**config.mk**
```make
export PLATFORM = sky130hd
export DESIGN_NAME = sio_status_control
export DESIGN_NICKNAME = d
export VERILOG_FILES = /design/src/hdl/sio_pkg.sv /design/src/hdl/sio_status_control.sv
export SDC_FILE = /design/constraint.sdc
export NUM_CORES = 1
export LEC_CHECK = 0
export BUFFER_PORTS_ARGS = -buffer_cell sky130_fd_sc_hd__clkbuf_2
export CAP_MARGIN = 15
export CORE_UTILIZATION = 57
export DETAILED_ROUTE_END_ITERATION = 7
export GPL_ROUTABILITY_DRIVEN = 0
export PLACE_DENSITY_LB_ADDON = 0.15
export SLEW_MARGIN = 25
export SYNTH_ARGS = -nofsm -noshare
export SYNTH_HDL_FRONTEND = slang
export SYNTH_SLANG_ARGS = --single-unit
```
**constraint.sdc**
```tcl
create_clock -name clk_i -period 4 [get_ports clk_i]
set_input_delay 0.2 -clock clk_i [delete_from_list [all_inputs] [get_ports clk_i]]
set_output_delay 0.2 -clock clk_i [all_outputs]
set_load 0.05 [all_outputs]
```
**src/hdl/sio_pkg.sv**
```systemverilog
// constants for the switched io status and control block
package sio_pkg;
    localparam int unsigned NUM_SW       = 4;
    localparam int unsigned CNT_W        = 16;
    localparam int unsigned BYTE_W       = 8;
    // cyclic status bytes (device to controller)
    localparam int unsigned STAT_LEVEL_IDX = 0;
    localparam int unsigned STAT_CMP_IDX   = 1;
    // cyclic command bytes (controller to device)
    localparam int unsigned CMD_DRIVE_IDX  = 0;
    localparam int unsigned CMD_SPARE_IDX  = 1;
    // field positions
    localparam int unsigned CMD_DRIVE_LSB  = 0;
    localparam int unsigned CMD_CLEAR_LSB  = 4;
    localparam int unsigned CMP_STATE_OFS  = 0;
    localparam int unsigned CMP_TOGGLE_OFS = 1;
    // compare mode encodings
    localparam logic MODE_ONCE  = 1'b0;
    localparam logic MODE_MULTI = 1'b1;
    // reset values, counter maximum and counter step
    localparam logic [7:0]  STAT_RESET = 8'h00;
    localparam logic [7:0]  CMD_RESET  = 8'h00;
    localparam logic [15:0] CNT_RESET  = 16'h0000;
    localparam logic [15:0] CNT_MAX    = 16'hffff;
    localparam logic [15:0] CNT_ONE    = 16'h0001;
endpackage

```
**src/hdl/sio_status_control.sv**
```systemverilog
// switched io status and control: cyclic status and command bytes
// Operation
// - status byte 0 bits 0..3 show the level of each switching pin.
// - even bits of status byte 1 flag a counter past its compare value.
// - comparison bit returns to zero whenever its counter is reset.
// - in multiple-switch mode the odd toggle bit inverts on every exceedance.
// - command byte 0 bits 0..3 drive switching outputs one to four.
// - command one means active output; zero means inactive only while the pin's comparison bit is clear.
// - rising command bits 4..7 clear counters 1..4; falling does nothing.
// - 16-bit activation count fires at compare value; deactivation clears it.
// - compare mode picks switch once on equality or repeatedly at or above.
`timescale 1ns/100ps
`default_nettype none
module sio_status_control #(
    parameter int unsigned NUM_SW = sio_pkg::NUM_SW,
    parameter int unsigned CNT_W  = sio_pkg::CNT_W
) (
    // clock and reset
    input  wire logic                      clk_i,
    input  wire logic                      reset_i,
    // cyclic command data from the controller
    input  wire logic                      cmd_valid_i,
    input  wire logic [7:0]                cmd_byte0_i,
    input  wire logic [7:0]                cmd_byte1_i,
    // cyclic status data to the controller
    output logic      [7:0]                status_byte0_o,
    output logic      [7:0]                status_byte1_o,
    // per-pin configuration from neighbouring logic
    input  wire logic [NUM_SW-1:0]         pin_is_output_i,
    input  wire logic [NUM_SW-1:0]         compare_mode_i,
    input  wire logic [NUM_SW*CNT_W-1:0]   compare_value_i,
    // activation function events, one-cycle pulses
    input  wire logic [NUM_SW-1:0]         activation_function_evt_i,
    input  wire logic [NUM_SW-1:0]         deactivation_evt_i,
    // switching pins
    input  wire logic [NUM_SW-1:0]         switched_io_pin_i,
    output logic      [NUM_SW-1:0]         switching_output_pin_o,
    output logic      [NUM_SW-1:0]         switched_io_oe_n_o
);

    typedef struct packed {
        logic [NUM_SW-1:0]            sync1;
        logic [NUM_SW-1:0]            sync2;
        logic [NUM_SW-1:0]            sync3;
        logic [NUM_SW-1:0]            level;
        logic [7:0]                   cmd_prev;
        logic [NUM_SW-1:0][CNT_W-1:0] cnt;
        logic [NUM_SW-1:0]            cmp;
        logic [NUM_SW-1:0]            tog;
        logic [NUM_SW-1:0]            drive;
        logic [NUM_SW-1:0]            oe_n;
        logic [7:0]                   stat0;
        logic [7:0]                   stat1;
    } sio_state_t;

    sio_state_t s_q;
    sio_state_t s_d;
    logic [NUM_SW-1:0] clr_rise;

    always_comb begin
        logic [CNT_W-1:0] cnt_n;
        logic [CNT_W-1:0] cmp_val;
        logic             hit;
        cnt_n   = '0;
        cmp_val = '0;
        hit     = 1'b0;
        s_d     = s_q;
        // pin level passes three flops; accept once stages two and three agree
        s_d.sync1 = switched_io_pin_i;
        s_d.sync2 = s_q.sync1;
        s_d.sync3 = s_q.sync2;
        for (int i = 0; i < NUM_SW; i++) begin
            if (s_q.sync2[i] == s_q.sync3[i]) begin
                s_d.level[i] = s_q.sync3[i];
            end
        end
        // rising edge against the held command; spare byte not used
        clr_rise = '0;
        if (cmd_valid_i) begin
            clr_rise = cmd_byte0_i[sio_pkg::CMD_CLEAR_LSB +: NUM_SW]
                     & ~s_q.cmd_prev[sio_pkg::CMD_CLEAR_LSB +: NUM_SW];
            s_d.cmd_prev = cmd_byte0_i;
        end
        for (int i = 0; i < NUM_SW; i++) begin
            cmp_val = compare_value_i[i*CNT_W +: CNT_W];
            cnt_n   = s_q.cnt[i];
            hit     = 1'b0;
            if (activation_function_evt_i[i]
                    && s_q.cnt[i] != CNT_W'(sio_pkg::CNT_MAX)) begin
                cnt_n = s_q.cnt[i] + CNT_W'(sio_pkg::CNT_ONE);
                // once on equality, repeatedly at or above
                if (compare_mode_i[i] == sio_pkg::MODE_MULTI) begin
                    hit = (cnt_n >= cmp_val);
                end else begin
                    hit = (cnt_n == cmp_val);
                end
            end
            // a hit that meets a clear is dropped, toggle included
            if (hit && !(clr_rise[i] || deactivation_evt_i[i])) begin
                s_d.cmp[i] = 1'b1;
                // toggle on every exceedance in multi mode
                if (compare_mode_i[i] == sio_pkg::MODE_MULTI) begin
                    s_d.tog[i] = ~s_q.tog[i];
                end
            end
            // deactivation clears; clear wins over a same-cycle hit
            if (clr_rise[i] || deactivation_evt_i[i]) begin
                cnt_n      = CNT_W'(sio_pkg::CNT_RESET);
                s_d.cmp[i] = 1'b0;
            end
            s_d.cnt[i] = cnt_n;
        end
        // command bit one or a set comparison bit activates; zero deactivates only without a comparison hit
        s_d.drive = s_d.cmd_prev[sio_pkg::CMD_DRIVE_LSB +: NUM_SW] | s_d.cmp;
        s_d.oe_n  = ~pin_is_output_i;
        // pin levels in the low nibble
        s_d.stat0 = sio_pkg::STAT_RESET;
        s_d.stat0[NUM_SW-1:0] = s_d.level;
        s_d.stat1 = sio_pkg::STAT_RESET;
        for (int i = 0; i < NUM_SW; i++) begin
            s_d.stat1[2*i + sio_pkg::CMP_STATE_OFS]  = s_d.cmp[i];
            s_d.stat1[2*i + sio_pkg::CMP_TOGGLE_OFS] = s_d.tog[i];
        end
    end

    always_ff @(posedge clk_i) begin
        if (reset_i) begin
            s_q <= '0;
        end else begin
            s_q <= s_d;
        end
    end

    assign status_byte0_o         = s_q.stat0;
    assign status_byte1_o         = s_q.stat1;
    assign switching_output_pin_o = s_q.drive;
    assign switched_io_oe_n_o     = s_q.oe_n;

    for (genvar g = 0; g < NUM_SW; g++) begin : g_chk

    end
endmodule // sio_status_control
`default_nettype wire

```
==> metrics.csv <==
metric;value;unit
htree_num_levels;3;
cts-root-buf;clkbuf_16;
tritoncts;built;
antenna_left;0;
fmax;0.276;GHz
port_buffers;114;
rows;39;
synthCells;818;
cts_sinks;104;
drt_first_iter_violations;221;
nets;1074;
place_area;7210;um^2
area.growth.synth_to_final;12.2;%
synth-seq-cells;104;
clk_pin_slew_worst_paths;80;ps
drtPass1Iterations;5;
startpoint_type;register;
worst_pin_slew;815;ps
ctsResizeCount;0;
final_max_slew_viol_count;0;
yosys_warnings;0;
synth_area;6720;um^2
worstPathMaxFanout;6;
grt_usage;24.0;%
synth_edf_count;0;
antenna_found_initial;0;
io-pin-count;127;
fin_tns_setup;0;ps
synth_cell_type_count;60;
clock_path_buffers;2;
place_ws;414;ps
chipWidth;111;um
synth.top_cell.area_share;31.0;%
drive_above_1_share;15.7;%
vias;5756;
required;4240;ps
use_met2;42.9;%
hpwl;11000;um
syn_avg_cell_area;8.22;um^2
fillers;989;
fp.dieH;111;um
synthFlopType;dfxtp_1;
viasPerCell;5.48;
gr-usage-met3;3.24;%
n_antenna_cell;0;
grt_max_degree;34;
yosysSeqAreaShare;31.0;%
final_util;65.8;%
wl;14100;um
slew_headroom;45.7;%
postLayoutCellArea;7540;um^2
end_kind;register;
worst_slack;382;ps
min_period;3620;ps
hp-class;in2reg;
maxCapViolCount;0;
synthArstFlopShare;0;%
vdd_drop_max;0.194;mV
skew;2.99;ps
drc_errors;0;
wire_per_inst;13.4;um
grt-busiest-layer;met2;
whs;60.6;ps
clk_latency;350;ps
period_share;90.5;%
gr-total-overflow;0;
critPathKind;reg2reg;
rsz0062_at_grt;no;
start_util;58.6;%
yosysTopAreaCell;dfxtp_1;
p_leak;3.55;nW
coreArea;11500;um^2
arrival;3860;ps
status;complete, no violations;
die_area;12200;um^2
synth_area_leaders;dfxtp_1, ha_1, xor2_1, xnor2_1, nor2_1;
power_density;288;nW/um^2
grt_pass1_vias;5621;
grt_pass1_wl;24400;um
cts_made_buffers;9;
setup_viol;0;
hold_viol;0;
globalRouteMet1Util;29.5;%
logic make-up after synthesis:
group,Yosys count,synth area share (%)
xor+xnor,97,12.6
flops,104,31.0
simple gates,298,22.3
fa+ha+maj,68,12.7
mux,13,1.99
compound gates,118,11.0
buf+inv,119,8.34
other cells,1,0.0558
cells in the mapped netlist, types with 8 or more instances:
cell type,number
xnor2_1,38
o21ai_0,25
mux2i_1,10
clkbuf_1,10
nand4_1,21
or3_1,13
ha_1,68
xor2_1,59
and3_1,10
nand2_1,64
nor2b_1,20
nand2b_1,12
a21oi_1,47
nand3_1,30
nor3_1,14
inv_1,70
and4_1,8
dfxtp_1,104
buf_4,24
nor2_1,84
area by class of cell:
class | instances | area (um^2) | area share [%]
Tap cell | 143 | 179 | 2.37
Timing Repair Buffer | 120 | 626 | 8.30
Sequential cell | 104 | 2080 | 27.6
Clock buffer | 9 | 225 | 2.99
Inverter | 70 | 263 | 3.48
Multi-Input combinational cell | 598 | 4100 | 54.3
Clock inverter | 7 | 68.8 | 0.913
path summary, 6_finish.rpt:
kind	start	to	slack, ps	cells after the start
worst max-delay path	s_q[48]	s_q[25]	380	12
worst min-delay path	switched_io_pin_i[1]	s_d[113]	60	2
worst max register to register	s_q[48]	s_q[25]	380	12
worst min register to register	s_d[112]	s_d[108]	440	1
layer usage:
metal  vias up  part of all wire [%]
met4         0                   1.2
met2       133                    49
met5         -                     0
met3        16                   4.3
li1       2935                     -
met1      2672                    46
stage by stage:
step	total power [W]	instances
3_3_place_gp	0.00130	1031
6_report	0.00217	1051
2_1_floorplan	0.00123	821
5_1_grt	0.00225	1051
3_5_place_dp	0.00131	1031
4_1_cts	0.00218	1051
flip-flops by register name, indices dropped and copies added (netlist names):
name                    count
switching_output_pin_o      4
s_q                        83
s_d                         8
status_byte0_o              4
status_byte1_o              1
switched_io_oe_n_o          4
timing repair:
action	in CTS	in global routing
hold buffers	4	0
hold endpoints to repair	4	0
setup buffers	0	0
critical path, cell delays in order, from the launching register on:
cell and delay, ps:
dfxtp_1 430, ha_1 260, and4_1 300, or3b_1 490, nor3_1 310, xor2_1 210, ha_1 270, nand2_1 70
o21ai_0 110, a2111o_1 370, nor3_1 250, a21oi_1 110, mux2_1 310
power breakdown:
part,internal [W],switching (W)
Clock,0.000444,0.000440
Sequential,0.00105,0.00000943
Combinational,0.0000898,0.000133
layout by cell type (no fill, tap or decap), types with 21 or more instances in the layout:
cell type / Yosys / final
inv_1: 70 / 70
xnor2_1: 38 / 38
a21oi_1: 47 / 47
nor2_1: 84 / 84
nand2_1: 64 / 64
nand3_1: 30 / 30
xor2_1: 59 / 59
clkbuf_2: 1 / 114
nand4_1: 21 / 21
ha_1: 68 / 68
dfxtp_1: 104 / 104
o21ai_0: 25 / 25
No activity file was read; power rests on OpenSTA's default activity.
